### config.mk
export PLATFORM = sky130hd
export DESIGN_NAME = fdc_sequencer
export DESIGN_NICKNAME = d
export VERILOG_FILES = /design/src/core/fdc_pkg.sv /design/src/core/fdc_step_timer.sv /design/src/core/fdc_sequencer.sv
export VERILOG_INCLUDE_DIRS = /design/src /design/src/core
export SDC_FILE = /design/constraint.sdc
export NUM_CORES = 1
export LEC_CHECK = 0
export BUFFER_PORTS_ARGS = -buffer_cell sky130_fd_sc_hd__buf_2
export CAP_MARGIN = 20
export CORE_AREA = 2 2 187 97
export DETAILED_ROUTE_END_ITERATION = 8
export DIE_AREA = 0 0 189 99
export PLACE_DENSITY_LB_ADDON = 0.25
export SETUP_SLACK_MARGIN = 0.02
export SLEW_MARGIN = 20
export SYNTH_ARGS = -nofsm -noshare
export SYNTH_HDL_FRONTEND = slang
export SYNTH_SLANG_ARGS = --single-unit
### constraint.sdc
create_clock -name sys_clk -period 4 [get_ports sys_clk]
set_clock_uncertainty 0.2 [all_clocks]
set_input_delay 0.2 -clock sys_clk [delete_from_list [all_inputs] [get_ports sys_clk]]
set_output_delay 0.2 -clock sys_clk [all_outputs]
set_load 0.005 [all_outputs]
### src/core/fdc_params.svh
// constants for the fixed-disk command sequencer
//
// Contract
// [RULE1] a command starts as soon as its byte is written, no other trigger
// [RULE2] host must not write a command while in-progress or busy is set
// [RULE3] host loads all task parameters first, in any order, command last
// [RULE4] upper nibble selects restore, seek, read, write, scan id, format
// [RULE5] restore/seek low nibble: 0 is 35 us, n is n times 0.5 ms
// [RULE6] read/write bit 0: zero enables retries, one disables them
// [RULE7] read bit 3: zero interrupts on buffer ready, one at completion
// [RULE8] restore steps outward; no track zero after 1024 steps sets error 1
// [RULE9] restore/seek save their rate for implied seeks; default is 7.5 ms
// [RULE10] seek steps the cylinder difference to the stored position, then ends
// [RULE11] host issues read, write and format only once busy has cleared
// [RULE12] read checks cylinder, seeks if needed, searches matching id field
// [RULE13] read raises data request, interrupt at end; ack strobe clears it
// [RULE14] multi flag repeats per sector, count down, number up, end at zero
// [RULE15] write requests buffer load, finds id, writes, interrupts at end
// [RULE16] write errors interrupt before buffer load; status bit 0 means error; code: only not-ready/fault aborts come before the load
// [RULE17] scan id loads head, size, number, cylinder and the position
// [RULE18] format: precomp is track/4, count sectors, number is gap minus 3
// [RULE19] format table: two bytes per sector, 80h bad or 00h, then number
// [RULE20] format loops until count is zero, interrupts, never errors
// [RULE21] control bit 7 drives the activity lamp: zero on, one off
// [RULE22] an undefined command code sets error bit 2, aborted
// [RULE23] in-progress holds during a command; error clears on new command
// [RULE24] command writes during a running command are ignored
`ifndef FDC_PARAMS_SVH
`define FDC_PARAMS_SVH

`define FDC_CLK_PERIOD_NS 4
`define FDC_STEP_FAST_NS 35000
`define FDC_STEP_UNIT_NS 500000
`define FDC_STEP_FAST_CYC (`FDC_STEP_FAST_NS / `FDC_CLK_PERIOD_NS)
`define FDC_STEP_UNIT_CYC (`FDC_STEP_UNIT_NS / `FDC_CLK_PERIOD_NS)
`define FDC_RESTORE_STEPS 1024
`define FDC_RETRY_LIMIT 3
`define FDC_RATE_DEFAULT 4'hf

// command byte fields
`define FDC_CMD_RETRY_OFF 0
`define FDC_CMD_MULTI 2
`define FDC_CMD_IRQ_END 3

// status bits
`define FDC_ST_ERR 0
`define FDC_ST_CIP 1
`define FDC_ST_DRQ 3
`define FDC_ST_SEEKDONE 4
`define FDC_ST_FAULT 5
`define FDC_ST_READY 6
`define FDC_ST_BUSY 7

// error bits
`define FDC_ER_NOTRK0 1
`define FDC_ER_ABORT 2
`define FDC_ER_IDNF 4
`define FDC_ER_DATA 6

`endif

### src/core/fdc_pkg.sv
// types shared by the fixed-disk command sequencer
package fdc_pkg;

  // upper nibble of the command byte
  typedef enum logic [3:0] {
    FDC_OP_RESTORE = 4'h1,
    FDC_OP_READ = 4'h2,
    FDC_OP_WRITE = 4'h3,
    FDC_OP_SCAN = 4'h4,
    FDC_OP_FORMAT = 4'h5,
    FDC_OP_SEEK = 4'h7
  } fdc_op_t;

  typedef enum logic [7:0] {
    FDC_IDLE = 8'h01,
    FDC_CALC = 8'h02,
    FDC_STEP = 8'h04,
    FDC_SETTLE = 8'h08,
    FDC_SEARCH = 8'h10,
    FDC_DISK = 8'h20,
    FDC_HOST = 8'h40,
    FDC_DONE = 8'h80
  } fdc_state_t;

  // task file contents as the sequencer sees them
  typedef struct packed {
    logic [7:0] precomp;
    logic [7:0] sec_cnt;
    logic [7:0] sec_num;
    logic [9:0] cyl;
    logic [1:0] size;
    logic [3:0] head;
  } fdc_task_t;

  // request levels to the read/write channel
  typedef struct packed {
    logic search;
    logic read;
    logic write;
    logic format;
  } fdc_chan_req_t;

endpackage : fdc_pkg

### src/core/fdc_step_timer.sv
// step interval timer for the fixed-disk command sequencer
`timescale 1ns/1ps
module fdc_step_timer #(
  parameter int unsigned FAST_CYC = 8750,
  parameter int unsigned UNIT_CYC = 125000
)(
  input wire logic sys_clk, // system clock
  input wire logic sys_rst, // synchronous reset
  input wire logic start, // pulse: begin one interval
  input wire logic [3:0] rate, // step rate code
  output logic done // pulse: interval elapsed
);

  logic [20:0] count;
  logic running;

  // code zero is the fast rate, every other code a multiple of half a ms
  function automatic logic [20:0] interval(input logic [3:0] code);
    if (code == 4'h0)
      return 21'(FAST_CYC); // [RULE5]
    else
      return 21'(code) * 21'(UNIT_CYC); // [RULE5]
  endfunction : interval

  // down counter; a new start restarts the interval
  always_ff @(posedge sys_clk)
  begin
    done <= 1'b0;
    if (sys_rst)
    begin
      count <= 21'h0;
      running <= 1'b0;
    end
    else if (start)
    begin
      count <= interval(rate) - 21'h1;
      running <= 1'b1;
    end
    else if (running)
    begin
      if (count == 21'h0)
      begin
        running <= 1'b0;
        done <= 1'b1;
      end
      else
        count <= count - 21'h1;
    end
  end

endmodule : fdc_step_timer

### src/core/fdc_sequencer.sv
// command sequencer of the fixed-disk controller
`timescale 1ns/1ps
`include "fdc_params.svh"
module fdc_sequencer #(
  parameter int unsigned STEP_FAST_CYC = `FDC_STEP_FAST_CYC,
  parameter int unsigned STEP_UNIT_CYC = `FDC_STEP_UNIT_CYC,
  parameter int unsigned RESTORE_STEPS = `FDC_RESTORE_STEPS,
  parameter int unsigned RETRIES = `FDC_RETRY_LIMIT
)(
  input wire logic sys_clk, // system clock, 250 MHz
  input wire logic sys_rst, // synchronous reset, high
  input wire logic cmd_wr, // pulse: command byte written
  input wire logic [7:0] cmd_byte, // disk_command_byte value
  input wire fdc_pkg::fdc_task_t task_in, // task file as loaded by host
  input wire logic buffer_ready, // pulse: host moved a sector
  input wire logic disk_interrupt_ack_strobe, // pulse: interrupt ack
  input wire logic led_select, // control register bit 7
  input wire logic track0_pin, // drive: head at track zero
  input wire logic drive_ready_pin, // drive: ready
  input wire logic drive_fault_pin, // drive: write fault
  input wire logic id_found, // pulse: matching id field seen
  input wire fdc_pkg::fdc_task_t id_fields, // fields of that id
  input wire logic id_error, // pulse: id not found or id crc
  input wire logic sector_done, // pulse: data field finished
  input wire logic data_error, // pulse: data field error
  output logic [7:0] status, // status byte
  output logic [7:0] error_flags, // error byte
  output logic buffer_data_request, // host may move buffer data
  output logic disk_irq, // interrupt request, level
  output logic step_pulse, // one-cycle step to drive
  output logic step_dir_in, // 1 steps inward
  output logic drive_led_on, // activity lamp lit
  output fdc_pkg::fdc_task_t task_out, // working task file
  output logic task_update, // pulse: task_out changed by a transfer or scan id
  output fdc_pkg::fdc_chan_req_t chan_req // request to the channel
);

  fdc_pkg::fdc_state_t state;
  fdc_pkg::fdc_op_t op;
  logic [3:0] mods; // low nibble of the running command
  logic [3:0] rate_q; // saved step rate
  logic [9:0] cur_cyl; // where the head is believed to be
  logic [10:0] steps_left;
  logic [2:0] retry_cnt;
  logic cip;
  logic busy;
  logic drq;
  logic seek_done;
  logic ev_irq;
  logic timer_start;
  logic timer_done;
  logic [2:0] trk0_s;
  logic [2:0] rdy_s;
  logic [2:0] flt_s;
  logic track0;
  logic drive_ready;
  logic drive_fault;

  // true when the transfer just finished was the last one
  function automatic logic last_sector(input fdc_pkg::fdc_op_t o,
                                       input logic [3:0] m,
                                       input logic [7:0] cnt);
    if (o != fdc_pkg::FDC_OP_FORMAT && !m[`FDC_CMD_MULTI])
      return 1'b1; // [RULE14]
    else
      return cnt == 8'h01; // [RULE14] [RULE20]
  endfunction : last_sector

  // retry allowed while the retry bit is clear and the budget lasts
  function automatic logic may_retry(input logic [3:0] m,
                                     input logic [2:0] n);
    return !m[`FDC_CMD_RETRY_OFF] && (32'(n) < RETRIES); // [RULE6]
  endfunction : may_retry

  fdc_step_timer #(
    .FAST_CYC(STEP_FAST_CYC),
    .UNIT_CYC(STEP_UNIT_CYC)
  ) u_timer (
    .sys_clk(sys_clk),
    .sys_rst(sys_rst),
    .start(timer_start),
    .rate(rate_q),
    .done(timer_done)
  );

  // drive pins arrive unclocked; a level counts once stages 2 and 3 agree
  always_ff @(posedge sys_clk)
  begin
    if (sys_rst)
    begin
      trk0_s <= 3'h0;
      rdy_s <= 3'h0;
      flt_s <= 3'h0;
      track0 <= 1'b0;
      drive_ready <= 1'b0;
      drive_fault <= 1'b0;
    end
    else
    begin
      trk0_s <= {trk0_s[1:0], track0_pin};
      rdy_s <= {rdy_s[1:0], drive_ready_pin};
      flt_s <= {flt_s[1:0], drive_fault_pin};
      if (trk0_s[2] == trk0_s[1])
        track0 <= trk0_s[2];
      if (rdy_s[2] == rdy_s[1])
        drive_ready <= rdy_s[2];
      if (flt_s[2] == flt_s[1])
        drive_fault <= flt_s[2];
    end
  end

  // main command sequence
  always_ff @(posedge sys_clk)
  begin
    step_pulse <= 1'b0;
    timer_start <= 1'b0;
    task_update <= 1'b0;
    ev_irq <= 1'b0;
    if (sys_rst)
    begin
      state <= fdc_pkg::FDC_IDLE;
      op <= fdc_pkg::FDC_OP_RESTORE;
      mods <= 4'h0;
      rate_q <= `FDC_RATE_DEFAULT; // [RULE9]
      cur_cyl <= 10'h0;
      steps_left <= 11'h0;
      retry_cnt <= 3'h0;
      cip <= 1'b0;
      busy <= 1'b0;
      drq <= 1'b0;
      seek_done <= 1'b0;
      step_dir_in <= 1'b0;
      error_flags <= 8'h0;
      task_out <= '0;
    end
    else
    begin
      case (state)
        fdc_pkg::FDC_IDLE:
        begin
          // writes while running never reach here, so they fall away
          if (cmd_wr) // [RULE1] [RULE24] [RULE2]
          begin
            error_flags <= 8'h0; // [RULE23]
            task_out <= task_in; // [RULE3]
            mods <= cmd_byte[3:0];
            retry_cnt <= 3'h0;
            cip <= 1'b1; // [RULE23]
            busy <= 1'b1;
            seek_done <= 1'b0;
            case (cmd_byte[7:4]) // [RULE4]
              fdc_pkg::FDC_OP_RESTORE:
              begin
                op <= fdc_pkg::FDC_OP_RESTORE;
                rate_q <= cmd_byte[3:0]; // [RULE9]
                steps_left <= 11'(RESTORE_STEPS); // [RULE8]
                step_dir_in <= 1'b0;
                state <= fdc_pkg::FDC_STEP;
              end
              fdc_pkg::FDC_OP_SEEK:
              begin
                op <= fdc_pkg::FDC_OP_SEEK;
                rate_q <= cmd_byte[3:0]; // [RULE9]
                state <= fdc_pkg::FDC_CALC;
              end
              fdc_pkg::FDC_OP_READ,
              fdc_pkg::FDC_OP_WRITE:
              begin
                op <= fdc_pkg::fdc_op_t'(cmd_byte[7:4]);
                // refusing before any buffer traffic keeps not-ready and fault
                // errors of a write ahead of the host's data transfer
                if (!drive_ready || drive_fault)
                begin
                  error_flags[`FDC_ER_ABORT] <= 1'b1; // [RULE16]
                  state <= fdc_pkg::FDC_DONE;
                end
                else if (cmd_byte[4])
                begin
                  drq <= 1'b1; // [RULE15]
                  state <= fdc_pkg::FDC_HOST;
                end
                else
                  state <= fdc_pkg::FDC_CALC; // [RULE12]
              end
              fdc_pkg::FDC_OP_SCAN:
              begin
                op <= fdc_pkg::FDC_OP_SCAN;
                state <= fdc_pkg::FDC_SEARCH;
              end
              fdc_pkg::FDC_OP_FORMAT:
              begin
                op <= fdc_pkg::FDC_OP_FORMAT;
                drq <= 1'b1; // [RULE19]
                state <= fdc_pkg::FDC_HOST;
              end
              default:
              begin
                error_flags[`FDC_ER_ABORT] <= 1'b1; // [RULE22]
                state <= fdc_pkg::FDC_DONE;
              end
            endcase
          end
        end
        fdc_pkg::FDC_CALC:
        begin
          // implied or explicit seek: step count is the cylinder gap
          if (task_out.cyl == cur_cyl)
            steps_left <= 11'h0; // [RULE10] [RULE12]
          else if (task_out.cyl > cur_cyl)
          begin
            steps_left <= 11'(task_out.cyl - cur_cyl); // [RULE10]
            step_dir_in <= 1'b1;
          end
          else
          begin
            steps_left <= 11'(cur_cyl - task_out.cyl); // [RULE10]
            step_dir_in <= 1'b0;
          end
          state <= fdc_pkg::FDC_STEP;
        end
        fdc_pkg::FDC_STEP:
        begin
          if (op == fdc_pkg::FDC_OP_RESTORE && track0)
          begin
            cur_cyl <= 10'h0; // [RULE8]
            seek_done <= 1'b1;
            state <= fdc_pkg::FDC_DONE;
          end
          else if (steps_left == 11'h0)
          begin
            if (op == fdc_pkg::FDC_OP_RESTORE)
            begin
              error_flags[`FDC_ER_NOTRK0] <= 1'b1; // [RULE8]
              state <= fdc_pkg::FDC_DONE;
            end
            else if (op == fdc_pkg::FDC_OP_SEEK)
            begin
              seek_done <= 1'b1; // [RULE10]
              state <= fdc_pkg::FDC_DONE;
            end
            else if (op == fdc_pkg::FDC_OP_FORMAT)
            begin
              seek_done <= 1'b1;
              state <= fdc_pkg::FDC_DISK;
            end
            else
            begin
              seek_done <= 1'b1;
              state <= fdc_pkg::FDC_SEARCH; // [RULE12] [RULE15]
            end
          end
          else
          begin
            // every step waits out the saved rate before the next one
            step_pulse <= 1'b1;
            timer_start <= 1'b1; // [RULE5] [RULE9]
            steps_left <= steps_left - 11'h1;
            if (op != fdc_pkg::FDC_OP_RESTORE)
              cur_cyl <= step_dir_in ? cur_cyl + 10'h1 : cur_cyl - 10'h1;
            state <= fdc_pkg::FDC_SETTLE;
          end
        end
        fdc_pkg::FDC_SETTLE:
        begin
          if (timer_done)
            state <= fdc_pkg::FDC_STEP;
        end
        fdc_pkg::FDC_SEARCH:
        begin
          if (id_found && op == fdc_pkg::FDC_OP_SCAN)
          begin
            task_out.head <= id_fields.head; // [RULE17]
            task_out.size <= id_fields.size;
            task_out.sec_num <= id_fields.sec_num;
            task_out.cyl <= id_fields.cyl;
            cur_cyl <= id_fields.cyl; // [RULE17]
            task_update <= 1'b1;
            state <= fdc_pkg::FDC_DONE;
          end
          else if (id_found)
            state <= fdc_pkg::FDC_DISK; // [RULE12] [RULE15]
          else if (id_error)
          begin
            if (op != fdc_pkg::FDC_OP_SCAN && may_retry(mods, retry_cnt))
              retry_cnt <= retry_cnt + 3'h1; // [RULE6]
            else
            begin
              error_flags[`FDC_ER_IDNF] <= 1'b1;
              state <= fdc_pkg::FDC_DONE;
            end
          end
        end
        fdc_pkg::FDC_DISK:
        begin
          if (sector_done && op == fdc_pkg::FDC_OP_READ)
          begin
            // busy drops once the buffer holds the sector
            drq <= 1'b1; // [RULE13]
            busy <= 1'b0;
            if (!mods[`FDC_CMD_IRQ_END])
              ev_irq <= 1'b1; // [RULE7]
            state <= fdc_pkg::FDC_HOST;
          end
          else if (sector_done)
          begin
            task_out.sec_cnt <= task_out.sec_cnt - 8'h1; // [RULE14]
            if (op != fdc_pkg::FDC_OP_FORMAT)
              task_out.sec_num <= task_out.sec_num + 8'h1; // [RULE14]
            task_update <= 1'b1;
            retry_cnt <= 3'h0;
            if (last_sector(op, mods, task_out.sec_cnt))
              state <= fdc_pkg::FDC_DONE; // [RULE15] [RULE20]
            else if (op == fdc_pkg::FDC_OP_FORMAT)
              state <= fdc_pkg::FDC_DISK; // [RULE20]
            else
            begin
              drq <= 1'b1; // next write sector needs fresh data
              state <= fdc_pkg::FDC_HOST;
            end
          end
          // format ignores channel errors altogether
          else if (data_error && op != fdc_pkg::FDC_OP_FORMAT) // [RULE20]
          begin
            if (may_retry(mods, retry_cnt))
            begin
              retry_cnt <= retry_cnt + 3'h1; // [RULE6]
              state <= fdc_pkg::FDC_SEARCH;
            end
            else
            begin
              error_flags[`FDC_ER_DATA] <= 1'b1;
              state <= fdc_pkg::FDC_DONE;
            end
          end
        end
        fdc_pkg::FDC_HOST:
        begin
          if (buffer_ready)
          begin
            drq <= 1'b0;
            busy <= 1'b1;
            if (op == fdc_pkg::FDC_OP_READ)
            begin
              task_out.sec_cnt <= task_out.sec_cnt - 8'h1; // [RULE14]
              task_out.sec_num <= task_out.sec_num + 8'h1; // [RULE14]
              task_update <= 1'b1;
              retry_cnt <= 3'h0;
              if (last_sector(op, mods, task_out.sec_cnt))
                state <= fdc_pkg::FDC_DONE; // [RULE13]
              else
                state <= fdc_pkg::FDC_SEARCH;
            end
            else
              state <= fdc_pkg::FDC_CALC; // [RULE15] [RULE18]
          end
        end
        fdc_pkg::FDC_DONE:
        begin
          cip <= 1'b0; // [RULE23]
          busy <= 1'b0;
          drq <= 1'b0;
          // read with per-sector interrupts has already signalled
          if (op != fdc_pkg::FDC_OP_READ || mods[`FDC_CMD_IRQ_END]
              || error_flags != 8'h0)
            ev_irq <= 1'b1; // [RULE13] [RULE7] [RULE20]
          state <= fdc_pkg::FDC_IDLE;
        end
        default:
          state <= fdc_pkg::FDC_IDLE;
      endcase
    end
  end

  // interrupt flag: a new event wins over an ack in the same cycle
  always_ff @(posedge sys_clk)
  begin
    if (sys_rst)
      disk_irq <= 1'b0;
    else if (ev_irq)
      disk_irq <= 1'b1; // [RULE13] [RULE16]
    else if (disk_interrupt_ack_strobe)
      disk_irq <= 1'b0; // [RULE13]
  end

  // status byte and buffer request, one cycle behind the sequence
  always_ff @(posedge sys_clk)
  begin
    if (sys_rst)
    begin
      status <= 8'h0;
      buffer_data_request <= 1'b0;
    end
    else
    begin
      status <= 8'h0;
      status[`FDC_ST_ERR] <= |error_flags; // [RULE16] [RULE23]
      status[`FDC_ST_CIP] <= cip; // [RULE23]
      status[`FDC_ST_DRQ] <= drq;
      status[`FDC_ST_SEEKDONE] <= seek_done;
      status[`FDC_ST_FAULT] <= drive_fault;
      status[`FDC_ST_READY] <= drive_ready;
      status[`FDC_ST_BUSY] <= busy;
      buffer_data_request <= drq; // [RULE13] [RULE15]
    end
  end

  // channel requests follow the state by one cycle
  always_ff @(posedge sys_clk)
  begin
    if (sys_rst)
      chan_req <= '0;
    else
    begin
      chan_req.search <= state == fdc_pkg::FDC_SEARCH;
      chan_req.read <= state == fdc_pkg::FDC_DISK
                       && op == fdc_pkg::FDC_OP_READ;
      chan_req.write <= state == fdc_pkg::FDC_DISK
                        && op == fdc_pkg::FDC_OP_WRITE;
      chan_req.format <= state == fdc_pkg::FDC_DISK
                         && op == fdc_pkg::FDC_OP_FORMAT;
    end
  end

  // lamp select is active low in the control register
  always_ff @(posedge sys_clk)
  begin
    if (sys_rst)
      drive_led_on <= 1'b0;
    else
      drive_led_on <= !led_select; // [RULE21]
  end

endmodule : fdc_sequencer

# == After elaboration in Yosys (flattened, before gate mapping) ==
# Cells that the tools add are included.
# classes
add_sub_neg,10
n_mul,1
magnitude_cmp,2
eq_ne,68
n_mux,134
bitwise,2
n_reduce_logical,59
# ops
operator,n
8-bit two-way mux,20
21-bit two-way mux,6
11-bit two-way mux,6
16-bit two-way mux,4
8-bit case mux with 7 select lines,1
1-bit two-way mux,55
10-bit two-way mux,5
"2-bit != test, second input constant",22
"21-bit by 1-bit subtractor with 21-bit output, second input constant",2
8-bit case mux with 5 select lines,1
3-bit two-way mux,11
"3-bit != test, second input constant",11
11-bit case mux with 3 select lines,1
32-bit two-way mux,1
16-bit case mux with 2 select lines,1
8-bit case mux with 4 select lines,1
"4-bit by 3-bit == test with 1-bit output, second input constant",6
24-bit two-way mux,1
8-bit case mux with 3 select lines,1
6-bit AND reduction,4
10-bit by 10-bit subtractor with 11-bit output,2
21-bit zero test,1
7-bit two-way mux,3
10-bit case mux with 2 select lines,1
other kinds (54),109
# totals
regBits,146
in_bits,101
elab_cells,319

# == Longest topological paths before layout ==
# Gate-level depths: netlist of run 1.
# logic_depth
ltp_word,11
ltp_mapped,12
ltp_nobuf,12

# == Cells and area by module ==
# From an unflattened synthesis of run 1, not the netlist that was laid out.
# unflattened
hier_cells,1187
area_unflattened_um2,9347.7
# modules_own_cells
mod,instances,cells_per_inst,area_each_um2,seq_area_each_um2
fdc_sequencer,1,917,7123.1,2402.3
fdc_step_timer,1,270,2224.6,460.4

# == Worst setup path before layout of run 1 ==
# Ideal clock, no wire load.
# synth_timing
path_kind,register to register
start,register rate_q[1]
end,register u_timer.count[19]
setup_ns,0.086
arrival_ns,3.252
slack_ns,0.462
path_stages_with_launch,13
path_buffers,0
period_less_slack_ns,3.538
path_cell_list,dfxtp_1 -> fa_1 -> inv_1 -> fa_1 -> inv_1 -> ha_1 -> or2_2 -> a21o_1 -> a22oi_1 -> nand2_1 -> nor4b_1 -> xor2_1 -> a211oi_1
# synth_via
elab_chain_len,6
# synth_rtl
item,line_no,source
start: declaration,fdc_sequencer.sv:41,logic [3:0] rate_q;
start signal: assignment,fdc_sequencer.sv:124,rate_q <= `FDC_RATE_DEFAULT;
start signal: assignment,fdc_sequencer.sv:155,rate_q <= cmd_byte[3:0];
start signal: assignment,fdc_sequencer.sv:163,rate_q <= cmd_byte[3:0];
4-bit by 14-bit multiplier with 18-bit output / 4-bit zero test (equally long branches),"fdc_step_timer.sv:22, fdc_step_timer.sv:19",
21-bit two-way mux *,fdc_step_timer.sv:19,if (code == 4'h0)
21-bit two-way mux *,fdc_step_timer.sv:34,else if (start)
21-bit two-way mux *,fdc_step_timer.sv:29,if (sys_rst)
21-bit by 1-bit subtractor with 21-bit output *,fdc_step_timer.sv:36,count <= interval(rate) - 21'h1;
21-bit two-way mux *,fdc_step_timer.sv:34,
end signal: assignment,fdc_step_timer.sv:36,
end signal: assignment,fdc_step_timer.sv:47,count <= count - 21'h1;
end: declaration,fdc_step_timer.sv:14,logic [20:0] count;
# Every way passes the cells marked *; elsewhere a longest branch is shown, timed or not. The select of a mux whose other input is x is not followed.
# A chain may end at the register's enable or synchronous reset.

# == Worst setup path after layout of run 1 ==
# layout_timing
start,register rate_q[1]
end,register u_timer.count[20]
# The elaborated chain is that of the path after synthesis.

==> results of run 1 <==
## worst max path at each step
stage | cells past startpoint | start | end
floorplan | 12 | rate_q[1] | u_timer.count[19]
finish | 12 | rate_q[1] | u_timer.count[20]
CTS | 12 | rate_q[1] | u_timer.count[19]
global route | 12 | rate_q[1] | u_timer.count[20]
detailed placement | 12 | rate_q[1] | u_timer.count[19]
global placement | 12 | rate_q[1] | u_timer.count[19]
## cell usage after synthesis, drive strengths merged (25+ instances only)
master / number
a211oi: 35
nand2: 136
dfxtp: 143
a21oi: 88
buf: 30
o21ai: 55
xnor2: 25
nand3: 38
clkbuf: 40
ha: 52
nor2: 122
nor2b: 27
nor3: 42
inv: 53
## placed cells by master (no fill, tap or decap), drive strengths merged, types with 5 or more instances in the layout
cell type and instances:
o21ai 55, nand2 136, nand3 38, o211ai 11
nand4 10, a221oi 6, nor2b 27, o21a 8
a311oi 8, ha 52, nor4 15, or3 14
a211oi 35, nor2 122, a22o 5, a22oi 11
dfxtp 143, conb 5, nor4b 8, inv 62
nor3 42, a21oi 88, a31oi 11, mux2i 19
clkbuf 18, xor2 15, a21o 10, nand2b 14
o22ai 9, and3 7, or4 10, nor3b 7
fa 8, xnor2 25, and2 8, mux2 5
buf 166, dlygate4sd3 80
## flip-flops by register name (all words and copies together), names as in the netlist, 4 cells and up
signal         flops
op                 4
error_flags        4
chan_req           4
steps_left        11
cur_cyl           10
state              8
rate_q             4
u_timer.count     21
status             7
task_out          40
## repair_timing
item / CTS / global route
hold endpoints to repair: 65 / 0
hold buffers: 80 / 0
endpoints found under the setup margin: 0 / 2
resized for setup: 0 / 2
## area by class of cell
class / instances / share of cell area, %
inverter: 55 / 1.789
tap: 234 / 2.537
clock buffer: 18 / 3.806
sequential: 143 / 24.81
multi-input combinational: 903 / 50.78
timing repair buffer: 246 / 14.62
clock inverter: 14 / 1.670
## worst max-delay path, stage by stage, from the launching register on
cell     delay, ns
dfxtp_1       0.33
fa_1          0.59
inv_1         0.07
fa_1          0.51
inv_1         0.04
ha_1          0.34
or2_2         0.31
a21o_1        0.19
a22oi_1       0.26
nand2_1       0.15
nor4b_1       0.37
xnor2_1       0.11
a22o_1        0.19
## logic make-up after synthesis
family          after synthesis
simple gates                476
xor+xnor                     40
buf+inv                     125
fa+ha+maj                    60
flops                       143
compound gates              298
mux                          24
other cells                   1
## report_power, final
group	internal, mW	switching (mW)
registers	1.57	0.148
clock network	1.03	0.707
logic	0.811	1.10
## metal layers
layer / vias up / routed length, microns
met4: 0 / 333
met2: 382 / 10660
met3: 35 / 2322
met1: 4371 / 13510
li1: 4580 / -
met5: - / 0
==> flow_metrics.py, run 1 <==
metrics = {
    "worst_setup_path": {
        "crit_required_ns": 4.12,
        "r2r_slack_ns": 0.21,
        "worst_ep_arrival_time_ns": 3.91,
        "crit_fanout": 4,
        "critPathKind": "reg -> reg",
        "reg2reg_depth": 12,
        "r2r_start": "rate_q[1]",
        "startpoint_type": "flop",
        "worst_setup_path_end_kind": "flop",
        "rr_endpoint": "u_timer.count[20]",
    },
    "logic_synthesis": {
        "synthAdderAreaFrac_pct": 8.796,
        "synth-xor-area-share_pct": 3.801,
        "synth-edff-count": 0,
        "synthSimpleGateAreaFrac_pct": 26.02,
        "synthArstFlopShare_pct": 0,
        "yosysTopAreaCell": "dfxtp_1",
        "synth_compound_area_share_pct": 21.87,
        "synth_cells": 1167,
        "ys_seq_area_share_pct": 31.06,
        "ys_types": 88,
        "postSynthAreaPerCell_sq_um": 7.899,
        "synth_warnings": 0,
        "synth_mux_area_share_pct": 2.674,
        "synth_seq_cells": 143,
        "synthTopCellsByArea": "dfxtp_1 (31%), ha_1 (7.1%), nand2_1 (5.5%)",
        "syn_area_sq_um": 9218,
        "netlist.area_leader.share_pct": 31.06,
        "synth_top_family_by_area": "simple AND/OR/NAND/NOR gates",
        "synth_ff_type": "dfxtp_1",
    },
    "timing": {
        "setup_viol": 0,
        "setup_tns_ns": 0,
        "period_share_pct": 94.75,
        "max_slew_margin_pct": 46.00,
        "fin_crit_ns": 3.790,
        "hold_ws_ns": 0.01832,
        "setup_slack_ns": 0.2100,
        "rsz0062_at_grt": "false",
        "drv_slew": 0,
        "tightest_slew_ns": 0.8101,
        "fmax_mhz": 263.9,
        "hold_violations": 0,
    },
    "global_route": {
        "antenna_found_initial": 0,
        "overflow": 0,
        "grt_max_degree": 74,
        "use_met2_pct": 40.18,
        "use_met1_pct": 43.07,
        "grt_pass1_vias": 8498,
        "track_usage_pct": 28.40,
        "grt-busiest-layer": "met1",
        "use_met3_pct": 6.410,
        "grt_pass1_wl_microns": 43030,
    },
    "min_path": {
        "holdPathEnd": "op[0]",
        "hp-start": "cmd_byte[4]",
        "min_path_cells": 3,
        "min_path_type": "in -> reg",
    },
    "layout": {
        "regArea_sq_um": 2863,
        "fillers": 1415,
        "nets": 1527,
        "antennaDiodeCount": 0,
        "syn_to_final_growth_pct": 25.19,
        "multi_input_comb_area_sq_um": 5859,
        "final_cells": 1613,
        "fin_util_pct": 67.65,
        "drive_gt1_share_pct": 17.48,
        "design_area_sq_um": 11540,
    },
    "floorplan": {
        "start_util_pct": 54.03,
        "fp-row-count": 34,
        "ios": 167,
        "core-area_sq_um": 17060,
        "die_w_microns": 189,
        "die_area_sq_um": 18710,
        "die_y_microns": 99,
    },
    "placed_design": {
        "dp_cells": 1501,
        "dpl-instance-area_sq_um": 10090,
        "place_ws_ns": 0.2521,
        "port_buffers": 145,
        "place_congestion": 0.9341,
        "hpwl_microns": 18880,
    },
    "route": {
        "avgRoutedWirePerCell_microns": 16.63,
        "drt_iter0_drc": 791,
        "drc": 0,
        "wirelength_microns": 26820,
        "num_vias": 9368,
        "first_pass_iters": 6,
        "ant_nets": 0,
        "vias_per_cell": 5.808,
    },
    "clock_network": {
        "root_buffer": "clkbuf_16",
        "h-tree-depth": 4,
        "cts_buffers": 17,
        "cts_setup_buffers": 0,
        "clkSlewWorstSetupHoldPaths_ns": 0.07,
        "clk_latency_ns": 0.43,
        "cts_tree": "built",
        "clk_path_buf_depth": 2,
        "clkSinkCount": 143,
    },
    "job": {
        "drv_cap": 0,
    },
    "pwr": {
        "cellPowerDensity_nw_per_um2": 464.9,
        "leakage_nw": 4.845,
        "p_total_mw": 5.365,
        "peakVddDrop_mv": 0.3798,
    },
    "outcome": {
        "status": "complete, no violations",
    },
}
No activity file was read; power rests on OpenSTA's default activity.
==> inputs of run 2 (changes only) <==
CORE_AREA = 2 2 188 98   (was 2 2 187 97)
DIE_AREA = 0 0 190 100   (was 0 0 189 99)
GPL_ROUTABILITY_DRIVEN = 0   (was unset)
SYNTH_HIERARCHICAL = 1   (was unset)
==> flow_metrics.py, run 2 <==
metrics = {
    "outcome": {
        "status": "complete, no violations",
    },
    "floorplan": {
        "die_area_sq_um": 19000,
        "ios": 167,
        "die_w_microns": 190,
        "die_y_microns": 100,
        "start_util_pct": 52.97,
        "core-area_sq_um": 17650,
        "fp-row-count": 35,
    },
    "logic_synthesis": {
        "synth-edff-count": 0,
        "postSynthAreaPerCell_sq_um": 7.875,
        "yosysTopAreaCell": "dfxtp_1",
        "synth_warnings": 6,
        "netlist.area_leader.share_pct": 30.63,
        "syn_area_sq_um": 9348,
        "ys_top_cells_by_count": "nand2_1 (145), dfxtp_1 (143), nor2_1 (124)",
        "synth_ff_type": "dfxtp_1",
        "synth_seq_cells": 143,
        "synth_cells": 1187,
        "synthArstFlopShare_pct": 0,
        "synth_most_common_cell": "nand2_1",
        "ys_seq_area_share_pct": 30.63,
        "synthTopCellsByArea": "dfxtp_1 (31%), ha_1 (7.1%), nand2_1 (5.8%)",
        "ys_types": 95,
    },
    "min_path": {
        "min_path_type": "in -> reg",
        "holdPathEnd": "task_out[15]",
        "min_path_cells": 2,
        "hp-start": "sys_rst",
    },
    "worst_setup_path": {
        "path_cells": "fa_1, inv_1, fa_1, inv_1, ha_1, nand2b_1, a21oi_1, xor2_1, o21a_1, nor4_2, nand2_1, a221oi_1",
        "slowest_delay_ns": 0.59,
        "crit_required_ns": 4.14,
        "critPathKind": "reg -> reg",
        "r2r_slack_ns": 0.27,
        "worst_ep_arrival_time_ns": 3.87,
        "reg2reg_depth": 12,
        "critPathTopFamily": "adder cells",
        "r2r_start": "rate_q[1]",
        "worst_setup_path_end_kind": "flop",
        "critPathSlowestCell": "fa_1",
        "crit_fanout": 11,
        "rr_endpoint": "u_timer/count[19]",
        "startpoint_type": "flop",
        "critPathBufInv": 2,
    },
    "layout": {
        "largestRegisters": "task_out: 40 flops, u_timer/count: 21 flops, steps_left: 11 flops",
        "largest_reg_flops": 40,
        "drive_gt1_share_pct": 17.30,
        "final_common_cell": "nand2_1",
        "nets": 1554,
        "design_area_sq_um": 11740,
        "syn_to_final_growth_pct": 25.59,
        "final_cell_mix": "nand2_1 (145), buf_2 (144), dfxtp_1 (142)",
        "largest-register": "task_out",
        "antennaDiodeCount": 0,
    },
    "timing": {
        "setup_tns_ns": 0,
        "setup_viol": 0,
        "drv_slew": 0,
        "max_slew_margin_pct": 36.56,
        "fmax_mhz": 268.2,
        "rsz0062_at_grt": "false",
        "fin_crit_ns": 3.728,
        "tightest_slew_ns": 0.9516,
        "hold_violations": 0,
        "period_share_pct": 93.21,
    },
    "global_route": {
        "track_usage_pct": 30.26,
        "grt_pass1_vias": 8757,
        "antenna_found_initial": 0,
        "overflow": 0,
        "grt_pass1_wl_microns": 45810,
        "grt_max_degree": 89,
    },
    "route": {
        "wl_met2_microns": 11190,
        "avgRoutedWirePerCell_microns": 17.54,
        "met3_length_microns": 3336,
        "wirelength_microns": 28850,
        "drt_iter0_drc": 911,
        "drc": 0,
        "wl_met1_microns": 14070,
        "vias_per_cell": 5.909,
        "first_pass_iters": 5,
        "num_vias": 9720,
        "ant_nets": 0,
        "dr.max_layer_used": "met4",
    },
    "clock_network": {
        "clkSlewWorstSetupHoldPaths_ns": 0.07,
        "clk_path_buf_depth": 2,
        "clk_latency_ns": 0.43,
        "cts_buffers": 17,
        "clkSinkCount": 143,
        "root_buffer": "clkbuf_16",
        "h-tree-depth": 4,
        "cts_tree": "built",
    },
    "pwr": {
        "intPower_mw": 3.927,
        "combinationalPowerShare_pct": 46.7,
        "peakVddDrop_mv": 0.3699,
        "swShare_pct": 41.16,
        "clkPwrFrac_pct": 24.7,
        "p_seq_share_pct": 28.6,
        "switchingPower_mw": 2.747,
        "cellPowerDensity_nw_per_um2": 568.5,
        "leakage_nw": 5.044,
    },
    "placed_design": {
        "port_buffers": 145,
        "hpwl_microns": 20160,
        "dpl-instance-area_sq_um": 10220,
    },
    "job": {
        "drv_cap": 0,
    },
}
run 2: cell types whose count changed after synthesis, moves of 7 or more:
| cell | previous run | this run |
|---|---|---|
| a211oi_1 | 30 | 21 |
| a311oi_1 | 5 | 20 |
| buf_2 | 15 | 8 |
| clkbuf_1 | 40 | 54 |
| inv_1 | 53 | 60 |
| nand2_1 | 136 | 145 |
| nand4b_1 | 1 | 13 |
| o211ai_1 | 11 | 3 |
| or3_1 | 14 | 7 |
run 2: area by class of cell:
type                       count  area (sq um)
multi-input combinational    911          5949
fill                        1457          5908
sequential                   143          2864
timing repair buffer         256          1784
clock buffer                  19         452.9
tap                          240         300.3
inverter                      63         236.5
clock inverter                13         152.6
run 2: cells by family after synthesis:
group	share of synthesized area (%)
buf+inv	6.090
mux	2.503
flops	30.63
simple gates	26.82
xor+xnor	4.029
compound gates	21.08
other cells	0.04012
fa+ha+maj	8.807
run 2: how the worst max path moves through the flow:
stage | to | cells past startpoint | from
after CTS | u_timer/count[19] | 11 | rate_q[1]
after global routing | u_timer/count[19] | 12 | rate_q[1]
final | u_timer/count[19] | 12 | rate_q[1]
after global placement | u_timer/count[19] | 11 | rate_q[1]
after detailed placement | u_timer/count[19] | 12 | rate_q[1]
after floorplan | u_timer/count[19] | 11 | rate_q[2]
run 2: power groups by stage:
stage,combinational [mW],clock (mW),sequential (mW)
6_report,3.12,1.65,1.91
5_1_grt,3.42,1.74,1.94
4_1_cts,2.98,1.66,1.89
3_5_place_dp,2.81,0,1.92
3_3_place_gp,2.76,0,1.92
2_1_floorplan,2.04,0,1.87
run 2: repair_timing:
| action | 4_1_cts | 5_1_grt |
|---|---|---|
| hold buffers | 89 | 0 |
| gates resized for setup | 0 | 2 |
| endpoints found under the hold margin | 67 | 0 |
| endpoints found under the setup margin | 0 | 5 |
| setup buffers | 0 | 2 |
run 2: routing by layer:
layer  GRT usage (%)  up-vias
met5               0        -
met4           5.784        0
met3           9.720       23
met2           41.10      516
met1           46.12     4524
li1                -     4657
run 2: stage by stage:
stage                     util (%)  hold WS [ns]  setup slack (ns)  std cells  power [mW]
final                        66.52       0.01187            0.2716       1645       6.674
after global routing         66.52       0.01607            0.1262       1645       7.098
after CTS                    66.40     0.0001290            0.1574       1643       6.541
after detailed placement     57.92        0.1698            0.1828       1522       4.727
after global placement       57.89        0.1651            0.2583       1522       4.678
after floorplan                  -       0.06669            0.5102       1191       3.904
==> inputs of run 3 (changes only) <==
RECOVER_POWER = 25   (was unset)
==> flow_metrics.py, run 3 (synthesized netlist as in run 2, its figures left out) <==
metrics = {
    "worst_setup_path": {
        "crit_fanout": 11,
        "worst_ep_arrival_time_ns": 3.86,
        "crit_required_ns": 4.14,
        "reg2reg_depth": 12,
        "startpoint_type": "flop",
        "r2r_start": "rate_q[1]",
        "critPathSlowestCell": "fa_1",
        "rr_endpoint": "u_timer/count[19]",
        "r2r_slack_ns": 0.28,
        "critPathKind": "reg -> reg",
        "worst_setup_path_end_kind": "flop",
        "path_cells": "fa_1, inv_1, fa_1, inv_1, ha_1, nand2b_1, a21oi_1, xor2_1, o21a_1, nor4_2, nand2_1, a221oi_1",
        "slowest_delay_ns": 0.59,
    },
    "timing": {
        "max_slew_margin_pct": 36.38,
        "hold_violations": 0,
        "fin_crit_ns": 3.716,
        "fmax_mhz": 269.1,
        "setup_viol": 0,
        "drv_slew": 0,
        "setup_tns_ns": 0,
        "period_share_pct": 92.91,
        "rsz0062_at_grt": "false",
        "hold_ws_ns": 0.01434,
        "tightest_slew_ns": 0.9455,
    },
    "pwr": {
        "peakVddDrop_mv": 0.3693,
        "intPower_mw": 3.904,
        "swShare_pct": 41.29,
        "leakage_nw": 4.896,
        "switchingPower_mw": 2.745,
        "combinationalPowerShare_pct": 46.5,
        "cellPowerDensity_nw_per_um2": 568.6,
        "p_seq_share_pct": 28.7,
        "clkPwrFrac_pct": 24.8,
    },
    "layout": {
        "final_common_cell": "nand2_1",
        "largestRegisters": "task_out: 40 flops, u_timer/count: 21 flops, steps_left: 11 flops",
        "largest-register": "task_out",
        "fillers": 1487,
        "final_cell_mix": "nand2_1 (145), dfxtp_1 (142), nor2_1 (124)",
        "syn_to_final_growth_pct": 25.10,
        "largest_reg_flops": 40,
        "drive_gt1_share_pct": 14.66,
        "antennaDiodeCount": 0,
        "nets": 1554,
    },
    "clock_network": {
        "clkSlewWorstSetupHoldPaths_ns": 0.07,
        "cts_buffers": 17,
        "cts_tree": "built",
        "clkSinkCount": 143,
        "clk_latency_ns": 0.43,
        "root_buffer": "clkbuf_16",
        "clk_path_buf_depth": 2,
        "h-tree-depth": 4,
    },
    "route": {
        "num_vias": 9713,
        "wl_met2_microns": 11110,
        "dr.max_layer_used": "met4",
        "vias_per_cell": 5.905,
        "wl_met1_microns": 13770,
        "ant_nets": 0,
        "met3_length_microns": 3540,
        "avgRoutedWirePerCell_microns": 17.47,
        "wirelength_microns": 28740,
        "drt_iter0_drc": 939,
        "first_pass_iters": 5,
        "drc": 0,
    },
    "global_route": {
        "grt_pass1_wl_microns": 45810,
        "grt_pass1_vias": 8757,
        "track_usage_pct": 30.26,
        "grt_max_degree": 89,
        "overflow": 0,
        "antenna_found_initial": 0,
    },
    "min_path": {
        "min_path_cells": 2,
        "holdPathEnd": "task_out[15]",
        "min_path_type": "in -> reg",
        "hp-start": "sys_rst",
    },
    "floorplan": {
        "core-area_sq_um": 17650,
        "die_area_sq_um": 19000,
        "die_y_microns": 100,
        "fp-row-count": 35,
        "die_w_microns": 190,
        "start_util_pct": 52.97,
        "ios": 167,
    },
    "outcome": {
        "status": "complete, no violations",
    },
    "job": {
        "drv_cap": 0,
    },
    "placed_design": {
        "port_buffers": 145,
        "hpwl_microns": 20160,
    },
}
-- run 3: cell type report --
class / count / area (sq um) / area share, %
Tap cell: 240 / 300.3 / 2.568
Timing Repair Buffer: 256 / 1738 / 14.86
Sequential cell: 143 / 2864 / 24.49
Multi-Input combinational cell: 911 / 5949 / 50.88
Inverter: 63 / 236.5 / 2.022
Clock inverter: 13 / 152.6 / 1.305
Clock buffer: 19 / 452.9 / 3.873
-- run 3: what timing repair did --
item | in CTS | in global routing
setup buffers | 0 | 2
resized for setup | 0 | 2
hold buffers | 89 | 0
setup endpoints to repair | 0 | 5
hold endpoints to repair | 67 | 0
-- run 3: worst max-delay path by stage --
| stage | slack, ns | to | from | cells after the start |
|---|---|---|---|---|
| global route | 0.13 | u_timer/count[19] | rate_q[1] | 12 |
| CTS | 0.16 | u_timer/count[19] | rate_q[1] | 11 |
| detailed placement | 0.18 | u_timer/count[19] | rate_q[1] | 12 |
| global placement | 0.26 | u_timer/count[19] | rate_q[1] | 11 |
| finish | 0.28 | u_timer/count[19] | rate_q[1] | 12 |
| floorplan | 0.51 | u_timer/count[19] | rate_q[2] | 11 |
-- run 3: per-stage QoR --
step,std cells,worst slack (ns),power [mW],util [%],area [sq um]
after floorplan,1191,0.5102,3.904,-,9363
after global routing,1645,0.1262,7.077,66.26,11690
after detailed placement,1522,0.1828,4.727,57.92,10220
after CTS,1643,0.1574,6.541,66.40,11720
final,1645,0.2835,6.650,66.26,11690
after global placement,1522,0.2583,4.678,57.89,10220
-- run 3: per-layer routing --
metal | global-route usage [%] | vias up
li1 | - | 4653
met1 | 46.12 | 4458
met2 | 41.10 | 574
met3 | 9.720 | 28
met4 | 5.784 | 0
met5 | 0 | -
-- run 3: power by group through the flow --
stage / Sequential, mW / Combinational [mW] / Clock, mW
after global routing: 1.94 / 3.40 / 1.74
final: 1.91 / 3.09 / 1.65
after CTS: 1.89 / 2.98 / 1.66
after global placement: 1.92 / 2.76 / 0
after detailed placement: 1.92 / 2.81 / 0
after floorplan: 1.87 / 2.04 / 0
-- run 3: worst max-delay path: cells and delay by family (launching register included) --
kind	cells	cell delay [ns]
AND/OR/NAND/NOR	3	0.56
flip-flops	1	0.40
buffers and inverters	2	0.11
AO/OA/AOI/OAI	3	0.78
adder cells (fa/ha/maj)	3	1.48
XOR/XNOR	1	0.11
